**config.mk**
```make
export PLATFORM = sky130hd
export DESIGN_NAME = nfu_top
export DESIGN_NICKNAME = d
export VERILOG_FILES = /design/src/nfu_pkg.sv /design/src/nfu_if.sv /design/src/nfu_norm.sv /design/src/nfu_excptr.sv /design/src/nfu_top.sv
export SDC_FILE = /design/constraint.sdc
export NUM_CORES = 2
export LEC_CHECK = 0
export BUFFER_PORTS_ARGS = -buffer_cell sky130_fd_sc_hd__buf_2
export CORE_MARGIN = 2
export CORE_UTILIZATION = 30
export CTS_CLUSTER_DIAMETER = 120
export DETAILED_ROUTE_END_ITERATION = 16
export GPL_TIMING_DRIVEN = 0
export PLACE_DENSITY_LB_ADDON = 0.05
export SLEW_MARGIN = 20
export SYNTH_ARGS = -nofsm -noshare
export SYNTH_HDL_FRONTEND = slang
export SYNTH_SLANG_ARGS = --single-unit
export TNS_END_PERCENT = 10
```
**constraint.sdc**
```tcl
create_clock -name sys_clk -period 18 [get_ports sys_clk]
set_input_delay 1.8 -clock sys_clk [delete_from_list [all_inputs] [get_ports sys_clk]]
set_output_delay 1.8 -clock sys_clk [all_outputs]
set_load 0.01 [all_outputs]
```
**src/nfu_pkg.sv**
```systemverilog
// nfu_pkg: constants and types of the numeric format unit
package nfu_pkg;
   // pointer and opcode widths
   localparam int NFU_ADDR_W = 20;
   localparam int NFU_OPC_W = 16;
   localparam int NFU_OPC_KEEP = 11;
   // operand image: byte 0 at lowest address
   localparam int NFU_OP_W = 80;
   localparam int NFU_SIGN_BIT = 79;
   localparam int NFU_BCD_W = 72;
   localparam int NFU_BCD_DIGITS = 18;
   // exponent biases
   localparam logic [14:0] NFU_BIAS_S = 15'h007F;
   localparam logic [14:0] NFU_BIAS_L = 15'h03FF;
   localparam logic [14:0] NFU_BIAS_T = 15'h3FFF;
   // temporary real exponent of an integer whose msb is bit 63
   localparam logic [14:0] NFU_INT_EXP = 15'h403E;
   // fraction widths and guard bit positions in a 64-bit significand
   localparam int NFU_FRAC_S = 23;
   localparam int NFU_FRAC_L = 52;
   localparam int NFU_FRAC_T = 63;
   localparam int NFU_GRD_S = NFU_FRAC_T - NFU_FRAC_S - 1;
   localparam int NFU_GRD_L = NFU_FRAC_T - NFU_FRAC_L - 1;
   // sequencing counts
   localparam logic [6:0] NFU_BCD_LAST = 7'h11;
   localparam logic [6:0] NFU_DABBLE_LAST = 7'h3F;
   localparam logic [6:0] NFU_SH_MAX = 7'h7F;

   typedef enum logic [2:0] {
      FMT_WORD_INT = 3'b000,
      FMT_SHORT_INT = 3'b001,
      FMT_LONG_INT = 3'b010,
      FMT_BCD = 3'b011,
      FMT_SHORT_REAL = 3'b100,
      FMT_LONG_REAL = 3'b101,
      FMT_TEMP_REAL = 3'b110
   } nfu_fmt_t;

   typedef enum logic [1:0] {
      RC_NEAREST = 2'b00,
      RC_DOWN = 2'b01,
      RC_UP = 2'b10,
      RC_CHOP = 2'b11
   } nfu_rc_t;

   typedef enum logic [1:0] {
      ST_IDLE = 2'b00,
      ST_BCD_IN = 2'b01,
      ST_CONV = 2'b10,
      ST_BCD_OUT = 2'b11
   } nfu_state_t;
endpackage

```
**src/nfu_if.sv**
```systemverilog
// nfu_if: carriers between the numeric format unit modules
`timescale 1ns/1ps
interface nfu_norm_if;
   logic [63:0] mag;
   logic [63:0] shifted;
   logic [5:0] lz;
   logic zero;
   modport core (output mag, input shifted, lz, zero);
   modport unit (input mag, output shifted, lz, zero);
endinterface

interface nfu_ptr_if;
   logic capture;
   logic mem_ref;
   logic [nfu_pkg::NFU_ADDR_W-1:0] instr_addr;
   logic [nfu_pkg::NFU_ADDR_W-1:0] operand_addr;
   logic [nfu_pkg::NFU_OPC_W-1:0] opcode;
   logic [nfu_pkg::NFU_ADDR_W-1:0] saved_instr;
   logic [nfu_pkg::NFU_ADDR_W-1:0] saved_operand;
   logic [nfu_pkg::NFU_OPC_KEEP-1:0] saved_opcode;
   modport core (output capture, mem_ref, instr_addr, operand_addr, opcode,
      input saved_instr, saved_operand, saved_opcode);
   modport keeper (input capture, mem_ref, instr_addr, operand_addr, opcode,
      output saved_instr, saved_operand, saved_opcode);
endinterface

```
**src/nfu_norm.sv**
```systemverilog
// nfu_norm: leading-zero count and left alignment of a magnitude
`timescale 1ns/1ps
module nfu_norm (
   // magnitude in, aligned significand out
   nfu_norm_if.unit n
);
   import nfu_pkg::*;

   // highest set bit wins, so the ascending loop keeps the last hit
   always_comb begin
      n.lz = '0;
      for (int i = 0; i < 64; i++) begin
         if (n.mag[i]) begin
            n.lz = 6'(NFU_FRAC_T - i);
         end
      end
      n.zero = (n.mag == '0);
      n.shifted = n.mag << n.lz; // integer bit lands in bit 63
   end
endmodule

```
**src/nfu_excptr.sv**
```systemverilog
// nfu_excptr: exception pointer capture for each executed instruction
`timescale 1ns/1ps
module nfu_excptr #(
   parameter int ADDR_W = nfu_pkg::NFU_ADDR_W
) (
   // clock and reset
   input wire logic sys_clk,
   input wire logic sys_rst,
   // capture group
   nfu_ptr_if.keeper p
);
   import nfu_pkg::*;

   logic [NFU_ADDR_W-1:0] next_instr;
   logic [NFU_ADDR_W-1:0] next_operand;
   logic [NFU_OPC_KEEP-1:0] next_opcode;
   logic [NFU_OPC_KEEP-1:0] opc_low;

   // carrier widths are fixed, so only the documented width is served
   if (ADDR_W != NFU_ADDR_W) begin : g_width_check
      $error("exception pointer width must be 20 bits");
   end

   assign opc_low = p.opcode[NFU_OPC_KEEP-1:0];

   // upper opcode bits are always the escape hook, not worth storing
   always_comb begin
      next_instr = p.saved_instr;
      next_operand = p.saved_operand;
      next_opcode = p.saved_opcode;
      if (p.capture) begin
         next_instr = p.instr_addr;
         next_opcode = opc_low;
         if (p.mem_ref) begin
            next_operand = p.operand_addr;
         end
      end
   end

   // pointer registers
   always_ff @(posedge sys_clk) begin
      if (sys_rst) begin
         p.saved_instr <= '0;
         p.saved_operand <= '0;
         p.saved_opcode <= '0;
      end else begin
         p.saved_instr <= next_instr;
         p.saved_operand <= next_operand;
         p.saved_opcode <= next_opcode;
      end
   end
endmodule

```
**src/nfu_top.sv**
```systemverilog
// nfu_top: operand format conversion to and from temporary real
`timescale 1ns/1ps
module nfu_top (
   // clock and reset
   input wire logic sys_clk,
   input wire logic sys_rst,
   // conversion request
   input wire logic req_valid,
   input wire logic req_store,
   input wire nfu_pkg::nfu_fmt_t req_fmt,
   input wire nfu_pkg::nfu_rc_t rounding_control_field,
   input wire logic [nfu_pkg::NFU_OP_W-1:0] req_mem_data,
   input wire logic [nfu_pkg::NFU_OP_W-1:0] req_treal,
   // instruction context
   input wire logic req_mem_ref,
   input wire logic [nfu_pkg::NFU_ADDR_W-1:0] req_instr_addr,
   input wire logic [nfu_pkg::NFU_OPC_W-1:0] req_opcode,
   input wire logic [nfu_pkg::NFU_ADDR_W-1:0] req_operand_addr,
   // conversion answer
   output logic busy,
   output logic done,
   output logic res_inexact,
   output logic [nfu_pkg::NFU_OP_W-1:0] res_treal,
   output logic [nfu_pkg::NFU_OP_W-1:0] res_mem_data,
   // exception pointers
   output logic [nfu_pkg::NFU_ADDR_W-1:0] excp_instr_addr,
   output logic [nfu_pkg::NFU_OPC_KEEP-1:0] excp_opcode,
   output logic [nfu_pkg::NFU_ADDR_W-1:0] excp_operand_addr
);
   import nfu_pkg::*;

   nfu_state_t state, next_state;
   nfu_fmt_t fmt_q, next_fmt;
   nfu_rc_t rc_q, next_rc;
   logic op_q, next_op;
   logic [NFU_OP_W-1:0] data_q, next_data;
   logic [NFU_OP_W-1:0] treal_q, next_treal_q;
   logic [6:0] cnt, next_cnt;
   logic [63:0] acc, next_acc;
   logic [NFU_BCD_W-1:0] bcd, next_bcd;
   logic next_busy, next_done, next_inexact;
   logic [NFU_OP_W-1:0] next_res_treal, next_res_mem;
   logic taken;
   logic [3:0] digit;
   logic [NFU_BCD_W-1:0] dab_full, dab_shift;

   // conversion datapath
   logic [63:0] ival, imag_r, ival_r;
   logic isign, s_t, inc_i, inc_s, inc_l, grd_i, stk_i;
   logic [14:0] e_t, e_s, e_l, e_diff;
   logic [63:0] m_t;
   logic [6:0] sh;
   logic [127:0] ext;
   logic [24:0] sum_s;
   logic [53:0] sum_l;
   logic [NFU_OP_W-1:0] conv_treal, conv_mem;
   logic conv_inexact;

   nfu_norm_if norm ();
   nfu_ptr_if ptr ();

   // rounding increment from lsb, guard and sticky bits
   function automatic logic rnd_up(input nfu_rc_t rc, input logic sign,
         input logic lsb, input logic grd, input logic stk);
      logic up;
      unique case (rc)
         RC_NEAREST: up = grd & (stk | lsb); // ties go to even
         RC_DOWN: up = sign & (grd | stk);
         RC_UP: up = ~sign & (grd | stk);
         RC_CHOP: up = 1'b0;
      endcase
      return up;
   endfunction

   // one double-dabble correction over all decimal digits
   function automatic logic [NFU_BCD_W-1:0] dabble(
         input logic [NFU_BCD_W-1:0] d);
      logic [NFU_BCD_W-1:0] r;
      r = d;
      for (int i = 0; i < NFU_BCD_DIGITS; i++) begin
         if (r[i*4 +: 4] > 4'h4) begin
            r[i*4 +: 4] = r[i*4 +: 4] + 4'h3;
         end
      end
      return r;
   endfunction

   nfu_norm u_norm (
      .n(norm.unit)
   );

   nfu_excptr #(
      .ADDR_W(NFU_ADDR_W)
   ) u_excptr (
      .sys_clk(sys_clk),
      .sys_rst(sys_rst),
      .p(ptr.keeper)
   );

   // every executed instruction refreshes the instruction and opcode pointers; the operand pointer only on memory references
   assign taken = (state == ST_IDLE) && req_valid;
   assign ptr.capture = taken;
   assign ptr.mem_ref = req_mem_ref;
   assign ptr.instr_addr = req_instr_addr;
   assign ptr.operand_addr = req_operand_addr;
   assign ptr.opcode = req_opcode;
   assign excp_instr_addr = ptr.saved_instr;
   assign excp_opcode = ptr.saved_opcode;
   assign excp_operand_addr = ptr.saved_operand;

   // most significant digit is taken first; nibbles assumed 0..9
   assign digit = data_q[{cnt[4:0], 2'b00} +: 4];
   assign dab_full = dabble(bcd);
   assign dab_shift = {dab_full[NFU_BCD_W-2:0], acc[63]};

   // format conversion, both directions
   always_comb begin
      s_t = treal_q[NFU_SIGN_BIT];
      e_t = treal_q[78:64];
      m_t = treal_q[63:0];
      // load: sign-extend the integer image, low byte at low address
      unique case (fmt_q)
         FMT_WORD_INT: ival = {{48{data_q[15]}}, data_q[15:0]};
         FMT_SHORT_INT: ival = {{32{data_q[31]}}, data_q[31:0]};
         default: ival = data_q[63:0];
      endcase
      isign = (fmt_q == FMT_BCD) ? data_q[NFU_SIGN_BIT] : ival[63];
      norm.mag = (fmt_q == FMT_BCD) ? acc : (ival[63] ? -ival : ival);
      // store: align significand so bit 64 of ext is the integer lsb
      e_diff = NFU_INT_EXP - e_t;
      if (e_t > NFU_INT_EXP) begin
         sh = '0; // out of range, shift forced to zero; overflow is not detected
      end else if (e_diff > {8'h00, NFU_SH_MAX}) begin
         sh = NFU_SH_MAX;
      end else begin
         sh = e_diff[6:0];
      end
      ext = {m_t, 64'h0} >> sh;
      grd_i = ext[63];
      stk_i = |ext[62:0];
      inc_i = rnd_up(rc_q, s_t, ext[64], grd_i, stk_i);
      imag_r = ext[127:64] + {63'h0, inc_i};
      ival_r = s_t ? -imag_r : imag_r;
      // short real: keep 24 significand bits, carry bumps the exponent
      inc_s = rnd_up(rc_q, s_t, m_t[NFU_GRD_S+1], m_t[NFU_GRD_S],
         |m_t[NFU_GRD_S-1:0]);
      sum_s = {1'b0, m_t[63:NFU_GRD_S+1]} + {24'h0, inc_s};
      e_s = e_t - NFU_BIAS_T + NFU_BIAS_S + {14'h0, sum_s[24]};
      // long real: keep 53 significand bits
      inc_l = rnd_up(rc_q, s_t, m_t[NFU_GRD_L+1], m_t[NFU_GRD_L],
         |m_t[NFU_GRD_L-1:0]);
      sum_l = {1'b0, m_t[63:NFU_GRD_L+1]} + {53'h0, inc_l};
      e_l = e_t - NFU_BIAS_T + NFU_BIAS_L + {14'h0, sum_l[53]};
      conv_treal = '0;
      conv_mem = '0;
      conv_inexact = 1'b0;
      if (!op_q) begin
         // loads widen exactly into temporary real
         unique case (fmt_q)
            FMT_SHORT_REAL: begin
               if (data_q[30:0] == '0) begin
                  conv_treal = {data_q[31], 79'h0};
               end else begin
                  conv_treal = {data_q[31],
                     {7'h0, data_q[30:23]} - NFU_BIAS_S + NFU_BIAS_T,
                     1'b1, data_q[22:0], 40'h0};
               end
            end
            FMT_LONG_REAL: begin
               if (data_q[62:0] == '0) begin
                  conv_treal = {data_q[63], 79'h0};
               end else begin
                  conv_treal = {data_q[63],
                     {4'h0, data_q[62:52]} - NFU_BIAS_L + NFU_BIAS_T,
                     1'b1, data_q[51:0], 11'h0};
               end
            end
            FMT_TEMP_REAL: conv_treal = data_q;
            default: begin
               // integers of 64 bits fit the significand: exact
               if (norm.zero) begin
                  conv_treal = {isign & (fmt_q == FMT_BCD), 79'h0};
               end else begin
                  conv_treal = {isign, NFU_INT_EXP - {9'h0, norm.lz},
                     norm.shifted};
               end
            end
         endcase
      end else begin
         // stores narrow with rounding; sign ends in the top byte
         unique case (fmt_q)
            FMT_WORD_INT: conv_mem = {64'h0, ival_r[15:0]};
            FMT_SHORT_INT: conv_mem = {48'h0, ival_r[31:0]};
            FMT_LONG_INT: conv_mem = {16'h0, ival_r};
            FMT_SHORT_REAL: begin
               if (m_t == '0) begin
                  conv_mem = {48'h0, s_t, 31'h0};
               end else begin
                  conv_mem = {48'h0, s_t, e_s[7:0],
                     sum_s[NFU_FRAC_S-1:0]};
               end
            end
            FMT_LONG_REAL: begin
               if (m_t == '0) begin
                  conv_mem = {16'h0, s_t, 63'h0};
               end else begin
                  conv_mem = {16'h0, s_t, e_l[10:0],
                     sum_l[NFU_FRAC_L-1:0]};
               end
            end
            FMT_TEMP_REAL: conv_mem = treal_q;
            default: conv_mem = '0; // decimal result built later
         endcase
         unique case (fmt_q)
            FMT_SHORT_REAL: conv_inexact = m_t[NFU_GRD_S] |
               (|m_t[NFU_GRD_S-1:0]);
            FMT_LONG_REAL: conv_inexact = m_t[NFU_GRD_L] |
               (|m_t[NFU_GRD_L-1:0]);
            FMT_TEMP_REAL: conv_inexact = 1'b0;
            default: conv_inexact = grd_i | stk_i;
         endcase
      end
   end

   // sequencer: one-cycle formats, 18 digit steps in, 64 shifts out
   always_comb begin
      next_state = state;
      next_op = op_q;
      next_fmt = fmt_q;
      next_rc = rc_q;
      next_data = data_q;
      next_treal_q = treal_q;
      next_cnt = cnt;
      next_acc = acc;
      next_bcd = bcd;
      next_busy = busy;
      next_done = 1'b0;
      next_inexact = res_inexact;
      next_res_treal = res_treal;
      next_res_mem = res_mem_data;
      unique case (state)
         ST_IDLE: begin
            if (req_valid) begin
               next_op = req_store;
               next_fmt = req_fmt;
               next_rc = rounding_control_field;
               next_data = req_mem_data;
               next_treal_q = req_treal;
               next_busy = 1'b1;
               next_acc = '0;
               next_cnt = NFU_BCD_LAST;
               next_state = (!req_store && req_fmt == FMT_BCD) ?
                  ST_BCD_IN : ST_CONV;
            end
         end
         ST_BCD_IN: begin
            next_acc = (acc << 3) + (acc << 1) + {60'h0, digit};
            next_cnt = cnt - 7'h01;
            if (cnt == '0) begin
               next_state = ST_CONV;
            end
         end
         ST_CONV: begin
            next_inexact = conv_inexact;
            if (op_q && fmt_q == FMT_BCD) begin
               next_acc = imag_r; // magnitude only, never complemented
               next_bcd = '0;
               next_cnt = '0;
               next_state = ST_BCD_OUT;
            end else begin
               if (op_q) begin
                  next_res_mem = conv_mem;
               end else begin
                  next_res_treal = conv_treal;
               end
               next_done = 1'b1;
               next_busy = 1'b0;
               next_state = ST_IDLE;
            end
         end
         ST_BCD_OUT: begin
            next_bcd = dab_shift;
            next_acc = acc << 1;
            next_cnt = cnt + 7'h01;
            if (cnt == NFU_DABBLE_LAST) begin
               next_res_mem = {s_t, 7'h0, dab_shift};
               next_done = 1'b1;
               next_busy = 1'b0;
               next_state = ST_IDLE;
            end
         end
      endcase
   end

   // state and answer registers
   always_ff @(posedge sys_clk) begin
      if (sys_rst) begin
         state <= ST_IDLE;
         op_q <= 1'b0;
         fmt_q <= FMT_WORD_INT;
         rc_q <= RC_NEAREST;
         data_q <= '0;
         treal_q <= '0;
         cnt <= '0;
         acc <= '0;
         bcd <= '0;
         busy <= 1'b0;
         done <= 1'b0;
         res_inexact <= 1'b0;
         res_treal <= '0;
         res_mem_data <= '0;
      end else begin
         state <= next_state;
         op_q <= next_op;
         fmt_q <= next_fmt;
         rc_q <= next_rc;
         data_q <= next_data;
         treal_q <= next_treal_q;
         cnt <= next_cnt;
         acc <= next_acc;
         bcd <= next_bcd;
         busy <= next_busy;
         done <= next_done;
         res_inexact <= next_inexact;
         res_treal <= next_res_treal;
         res_mem_data <= next_res_mem;
      end
   end
endmodule

```
* After elaboration in Yosys (flattened, before gate mapping)
Index checks and enable logic that the tools add are counted.
** Word-level totals
- Output and inout bits :: 214
- Register bits after elaboration :: 525
- Bits in latches :: 0
- Bits in read-only memories :: 0
- Input bits :: 226
- Memory bits (writable) :: 0
- Memories kept :: 0
- Word-level logic and storage cells :: 268
** Cells by class
- Reductions and logical operators :: 25
- Equal/unequal tests :: 20
- Bitwise logic cells :: 19
- $lt $le $gt $ge :: 20
- Multipliers :: 0
- $add $sub $neg :: 38
- Multiplexer cells :: 126
- Shift-type cells :: 3
- Divide/modulo/power cells :: 0
** Operators by type and width (number)
- $pmux W80 S6 :: 1
- $mux W6 :: 64
- $mux W64 :: 5
- $mux W80 :: 4
- $pmux W64 S4 :: 1
- $pmux W80 S3 :: 1
- $pmux W80 S2 :: 1
- $mux W79 :: 2
- $pmux W72 S2 :: 1
- $logic_not A64 Y1 :: 2
- $neg A64 Y64 :: 2
- $pmux W64 S2 :: 1
- $shr A128 B7 Y128 :: 1
- $shiftx A80 B8 Y4 :: 1
- $gt A4 B3 Y1 const B :: 18
- $mux W72 :: 1
- $add A4 B2 Y4 const B :: 17
- $mux W4 :: 17
- $add A64 B1 Y64 :: 1
- $add A64 B4 Y64 :: 1
- $add A64 B64 Y64 :: 1
- $shl A64 B6 Y64 :: 1
- $logic_not A63 Y1 :: 1
- $mux W63 :: 1
- 51 further kinds :: 105

* Depth between registers and ports, before layout
- Depth after elaboration :: 72
- Gate-level depth with buffers :: 40
- Mapped depth without buffers :: 33

* By module
A second synthesis with hierarchy kept.
** Unflattened totals
- Cells, all modules :: 7029
- Area, all modules :: 49540.0 sq um
** By module, submodules not included
- nfu_top :: cells an instance 6052, instances 1, sequential area each 9489.1 sq um, area an instance 42304.3 sq um
- nfu_norm :: cells an instance 786, instances 1, sequential area each 0.0 sq um, area an instance 5173.7 sq um
- nfu_excptr :: cells an instance 191, instances 1, sequential area each 1021.0 sq um, area an instance 2062.0 sq um

* Least setup slack after synthesis
OpenSTA, ideal clock, no wires.
- Kind :: register to register
- Start point :: register treal_q[65]
- End point :: register res_mem_data[56] in the netlist's numbering
- Clock period less this slack :: 8465 ps
- Arrival :: 8380 ps
- Setup time :: 86 ps
- Cell stages (with the launch flop) :: 40
- Slack :: 9535 ps
- Data required time :: 17914 ps
- Buffers on the path :: 11
- Cell sequence :: dfxtp_1 ha_1 buf_2 xnor2_1 a31oi_1 nor3_2 a31oi_1 buf_2 buf_2 buf_2 nand2_1 o21a_1 clkbuf_1 clkbuf_1 clkbuf_1 clkbuf_1 buf_1 mux2i_1 [... 4 more ...] nor2_1 a21oi_1 ha_1 ha_1 inv_1 a211o_1 or3b_1 or4_1 buf_2 nor3_2 nand4_1 a311oi_4 nand3_4 or3_1 clkbuf_1 nor3_1 mux2_2 a211oi_1
** Between the ends
- Cells in the longest elaborated chain, start to end :: 16
- Elaborated cells on any way between the ends :: 24
- Those cells by class :: add/sub (6); order compare (2); shift (1); mux (9); bitwise (5); reduce/logical (1)
** Ends and longest elaborated chain
- start, declared :: line nfu_top.sv:37 : logic [NFU_OP_W-1:0] treal_q, next_treal_q;
- start signal, assigned :: line nfu_top.sv:318 : treal_q <= next_treal_q;
- $sub A15 B15 Y15 :: line nfu_top.sv:130 : e_diff = NFU_INT_EXP - e_t;
- $gt A15 B7 Y1 :: line nfu_top.sv:133 : end else if (e_diff > {8'h00, NFU_SH_MAX}) begin
- $mux W7 :: line nfu_top.sv:133
- $mux W7 :: line nfu_top.sv:131 : if (e_t > NFU_INT_EXP) begin
- $shr A128 B7 Y128 :: line nfu_top.sv:138 : ext = {m_t, 64'h0} >> sh;
- $reduce_or A63 Y1 :: line nfu_top.sv:140 : stk_i = |ext[62:0];
- $or A1 B1 Y1, on equally long branches :: line nfu_top.sv:68, nfu_top.sv:69, nfu_top.sv:67
- $and A1 B1 Y1, on equally long branches :: line nfu_top.sv:69, nfu_top.sv:67, nfu_top.sv:68
- $pmux W1 S4 :: line nfu_top.sv:66 : unique case (rc)
- $add A64 B1 Y64 :: line nfu_top.sv:142 : imag_r = ext[127:64] + {63'h0, inc_i};
- $neg A64 Y64 :: line nfu_top.sv:143 : ival_r = s_t ? -imag_r : imag_r;
- $mux W64 :: line nfu_top.sv:143
- $pmux W80 S6 (*) :: line nfu_top.sv:191 : unique case (fmt_q)
- $mux W80 (*) :: line nfu_top.sv:271 : if (op_q) begin
- $mux W80 (*) :: line nfu_top.sv:265 : if (op_q && fmt_q == FMT_BCD) begin
- $pmux W80 S2 (*) :: line nfu_top.sv:241 : unique case (state)
- end signal, assigned :: line nfu_top.sv:326 : res_mem_data <= next_res_mem;
- end, declared :: line nfu_top.sv:24 : output logic [nfu_pkg::NFU_OP_W-1:0] res_mem_data,
Every way passes the cells marked *; elsewhere a longest branch is shown, timed or not. The select of a mux whose other input is x is not followed.
A chain may end at the register's enable or synchronous reset.

* Worst setup path after layout
- Start point :: register treal_q[65]
- End point :: register res_mem_data[40] in the netlist's numbering
** Between the ends
- Cells in the longest elaborated chain, start to end :: 16
- Elaborated cells on any way between the ends :: 20
- Those cells by class :: add/sub (3); order compare (2); shift (1); mux (8); bitwise (5); reduce/logical (1)
** Ends and longest elaborated chain (line)
- $sub A15 B15 Y15 :: nfu_top.sv:130
- $gt A15 B7 Y1 :: nfu_top.sv:133
- $mux W7 :: nfu_top.sv:133
- $mux W7 (*) :: nfu_top.sv:131
- $shr A128 B7 Y128 (*) :: nfu_top.sv:138
- $reduce_or A63 Y1 :: nfu_top.sv:140
- $or A1 B1 Y1, on equally long branches :: nfu_top.sv:68, nfu_top.sv:69, nfu_top.sv:67
- $and A1 B1 Y1, on equally long branches :: nfu_top.sv:69, nfu_top.sv:67, nfu_top.sv:68
- $pmux W1 S4 :: nfu_top.sv:66
- $add A64 B1 Y64 (*) :: nfu_top.sv:142
- $neg A64 Y64 :: nfu_top.sv:143
- $mux W64 (*) :: nfu_top.sv:143
- $pmux W80 S6 (*) :: nfu_top.sv:191
- $mux W80 (*) :: nfu_top.sv:271
- $mux W80 (*) :: nfu_top.sv:265
- $pmux W80 S2 (*) :: nfu_top.sv:241
Marks and branches as above.

==> results.yml <==
pwr:
  p_per_area_nw_per_um2: 108
  ir_drop_mv: 0.103
  p_leak_uw: 0.0216
die:
  initial_utilization: 0.301
  dieArea_um2: 168000
  die_w_um: 410
  die_h_um: 410
  ios: 440
  rows: 149
  design.core.area_um2: 164000
final_layout:
  stdcell_count: 9906
  area_growth_pct: 15.5
  nFillCells: 18300
  fin_nets: 8045
  drive_gt1_frac: 0.110
clock_tree:
  cts.sinks: 525
  cts.reportedPaths.clkPinSlew_ns: 0.06
  cts_setup_buffers: 0
  cts_hold_buf: 0
  post_cts_resize_count: 0
  cts_made_buffers: 70
  clk_latency_ns: 0.72
  clockBufferDepth: 3
  cts.htree.levels: 3
  cts_tree: "done"
  clock-root-buffer: "clkbuf_16"
timing:
  relSlewSlack: 0.106
  hold_ws_ns: 0.449
  finClkSkew_ns: 0.0688
  tightest_slew_ns: 1.34
  finalSetupViolCount: 0
  rsz0062_at_grt: "no"
  hold_viol_final: 0
  fin_crit_ns: 14.77
  max_freq_ghz: 0.0677
  drv_slew: 0
  finalSetupTns_ns: 0
  finalCritPeriodShare: 0.821
worst_setup_path:
  end_kind: "flop"
  cp_common_cell: "buf_2"
  r2r_cells: 36
  setup.worst_path.class: "flop to flop"
  ff2ff_setup_slack_ns: 3.23
  critPathMaxFanout: 10
  worstReg2RegEnd: "res_mem_data[40]"
  cp_slowest_cell: "xnor2_1"
  required_ns: 18.53
  r2r_start: "treal_q[65]"
  cp_data_arrival_time_ns: 15.30
  start_kind: "flop"
  max_stage_delay_ns: 1.07
yosys:
  synth_edf_count: 0
  ys_warn_count: 0
  avgSynthCellArea_um2: 6.93
  synthCells: 7132
  ys_ff_latch: 525
  syn_area_um2: 49500
  ys_async_sr_fraction: 0
  synth_seq_area_share: 0.212
  synth-main-ff-cell: "dfxtp_1"
  synthDistinctLibCells: 114
  syn_nets: 7527
detailed_routing:
  drc: 0
  vias: 63700
  drtIter0Drc: 8896
  drt_pass1_iterations: 8
  ant_nets: 0
  wl_per_cell_um: 37.5
  viasPerCell: 6.43
  routed_wl_um: 371000
min_path:
  min_from: "u_excptr.p.saved_operand[12]"
  hp-class: "flop to flop"
  whs_endpoint: "u_excptr.p.saved_operand[12]"
  holdPathStages: 2
grt:
  grt_pass1_vias: 59200
  grt_max_degree: 15
  grt_pass1_wl_um: 500000
  track_usage: 0.422
  overflow: 0
  antenna_found_initial: 31
placement:
  gp_congestion: 1.08
  dp_cells: 9767
  portBuffers: 433
  hpwl_um: 300000
run_status:
  status: "complete, no violations"
flow_run:
  maxCapViolations: 0
[worst max-delay path by stage]
stage / startpoint / endpoint / slack [ns]
2_1_floorplan: treal_q[65] / res_mem_data[56] / 9.53
3_3_place_gp: treal_q[65] / res_mem_data[40] / 2.99
3_5_place_dp: treal_q[65] / res_mem_data[40] / 4.13
4_1_cts: treal_q[65] / res_mem_data[40] / 4.09
5_1_grt: treal_q[65] / res_mem_data[48] / 3.32
6_report: treal_q[65] / res_mem_data[40] / 3.23
[stage by stage]
step	power (uW)	utilization	area [um^2]	setup WS, ns
6_report	6190	0.347	57100	3.23
4_1_cts	6040	0.347	57000	4.09
3_5_place_dp	4570	0.333	54700	4.13
5_1_grt	6310	0.347	57100	3.32
3_3_place_gp	4590	0.331	54400	2.99
2_1_floorplan	3120	-	49500	9.53
[metal layers]
layer,global-route usage,vias up,routed length (um),part of all wire
li1,-,27300,-,-
met1,0.509,31100,143000,0.39
met2,0.650,4177,160000,0.43
met3,0.110,1156,36700,0.099
met4,0.297,22,31500,0.085
met5,0,-,137,0.00037
[cells by family after synthesis]
logic type,share of synthesized area
fa+ha+maj,0.0432
compound gates,0.292
flops,0.212
buf+inv,0.0621
xor+xnor,0.0604
mux,0.0682
simple gates,0.262
[state kept, by name, indices dropped and copies added, names as in the netlist, 11 cells and up]
register,cells
acc,64
bcd,72
data_q,80
res_mem_data,80
res_treal,80
treal_q,80
u_excptr.p.saved_instr,20
u_excptr.p.saved_opcode,11
u_excptr.p.saved_operand,20
[cells in the mapped netlist (38+ instances only)]
master / count / area share
nand2_1: 1017 / 0.077
nor2_1: 769 / 0.058
a21oi_1: 728 / 0.074
dfxtp_1: 525 / 0.21
clkbuf_1: 506 / 0.038
o21ai_0: 353 / 0.036
nor3_1: 247 / 0.025
xnor2_1: 238 / 0.042
nand3_1: 203 / 0.021
mux2i_1: 196 / 0.040
inv_1: 169 / 0.013
ha_1: 166 / 0.042
a211oi_1: 129 / 0.020
a22oi_1: 110 / 0.017
xor2_1: 103 / 0.018
a31oi_1: 91 / 0.012
nor4_1: 89 / 0.011
a221oi_1: 83 / 0.015
and3_1: 82 / 0.010
o22ai_1: 75 / 0.0095
o211ai_1: 74 / 0.011
nand4_1: 68 / 0.0086
mux2_2: 66 / 0.015
o31ai_1: 60 / 0.0091
or3_1: 58 / 0.0073
nand2b_1: 57 / 0.0072
a221o_1: 54 / 0.011
buf_1: 53 / 0.0040
a21o_1: 50 / 0.0076
buf_2: 48 / 0.0049
and2_1: 45 / 0.0057
a222oi_1: 38 / 0.0077
[cell type report]
class,count,area [um^2],share of cell area
Multi-Input combinational cell,5818,36100,0.633
Sequential cell,525,10500,0.184
Tap cell,2189,2740,0.0480
Buffer,617,2450,0.0430
Timing Repair Buffer,446,2290,0.0401
Clock buffer,98,1970,0.0345
Inverter,172,646,0.0113
Clock inverter,28,337,0.00589
Antenna cell,13,32.5,0.000570
[power breakdown]
group | internal [uW] | switching, uW | total (uW)
clock | 831 | 640 | 1470
combinational | 909 | 2430 | 3340
sequential | 1260 | 118 | 1370
[cell usage in the layout (no fill, tap or decap), types with 68 or more instances in the layout]
| cell type | count |
|---|---|
| a211oi_1 | 123 |
| a21oi_1 | 727 |
| a221oi_1 | 83 |
| a22oi_1 | 110 |
| a31oi_1 | 88 |
| and3_1 | 82 |
| buf_2 | 486 |
| clkbuf_1 | 503 |
| clkbuf_16 | 71 |
| dfxtp_1 | 525 |
| ha_1 | 166 |
| inv_1 | 169 |
| mux2i_1 | 194 |
| nand2_1 | 1017 |
| nand3_1 | 203 |
| nand4_1 | 68 |
| nor2_1 | 768 |
| nor3_1 | 244 |
| nor4_1 | 87 |
| o211ai_1 | 74 |
| o21ai_0 | 347 |
| o22ai_1 | 75 |
| xnor2_1 | 227 |
| xor2_1 | 99 |
[worst max-delay path, delay by kind of cell (launching register included)]
kind / cells / cell delay [ns]
flops: 1 / 0.63
fa+ha+maj: 2 / 0.52
buf+inv: 10 / 3.62
simple gates: 8 / 2.98
mux: 1 / 0.34
xor+xnor: 2 / 1.24
compound gates: 13 / 5.19
(Power assumes the default switching activity.)
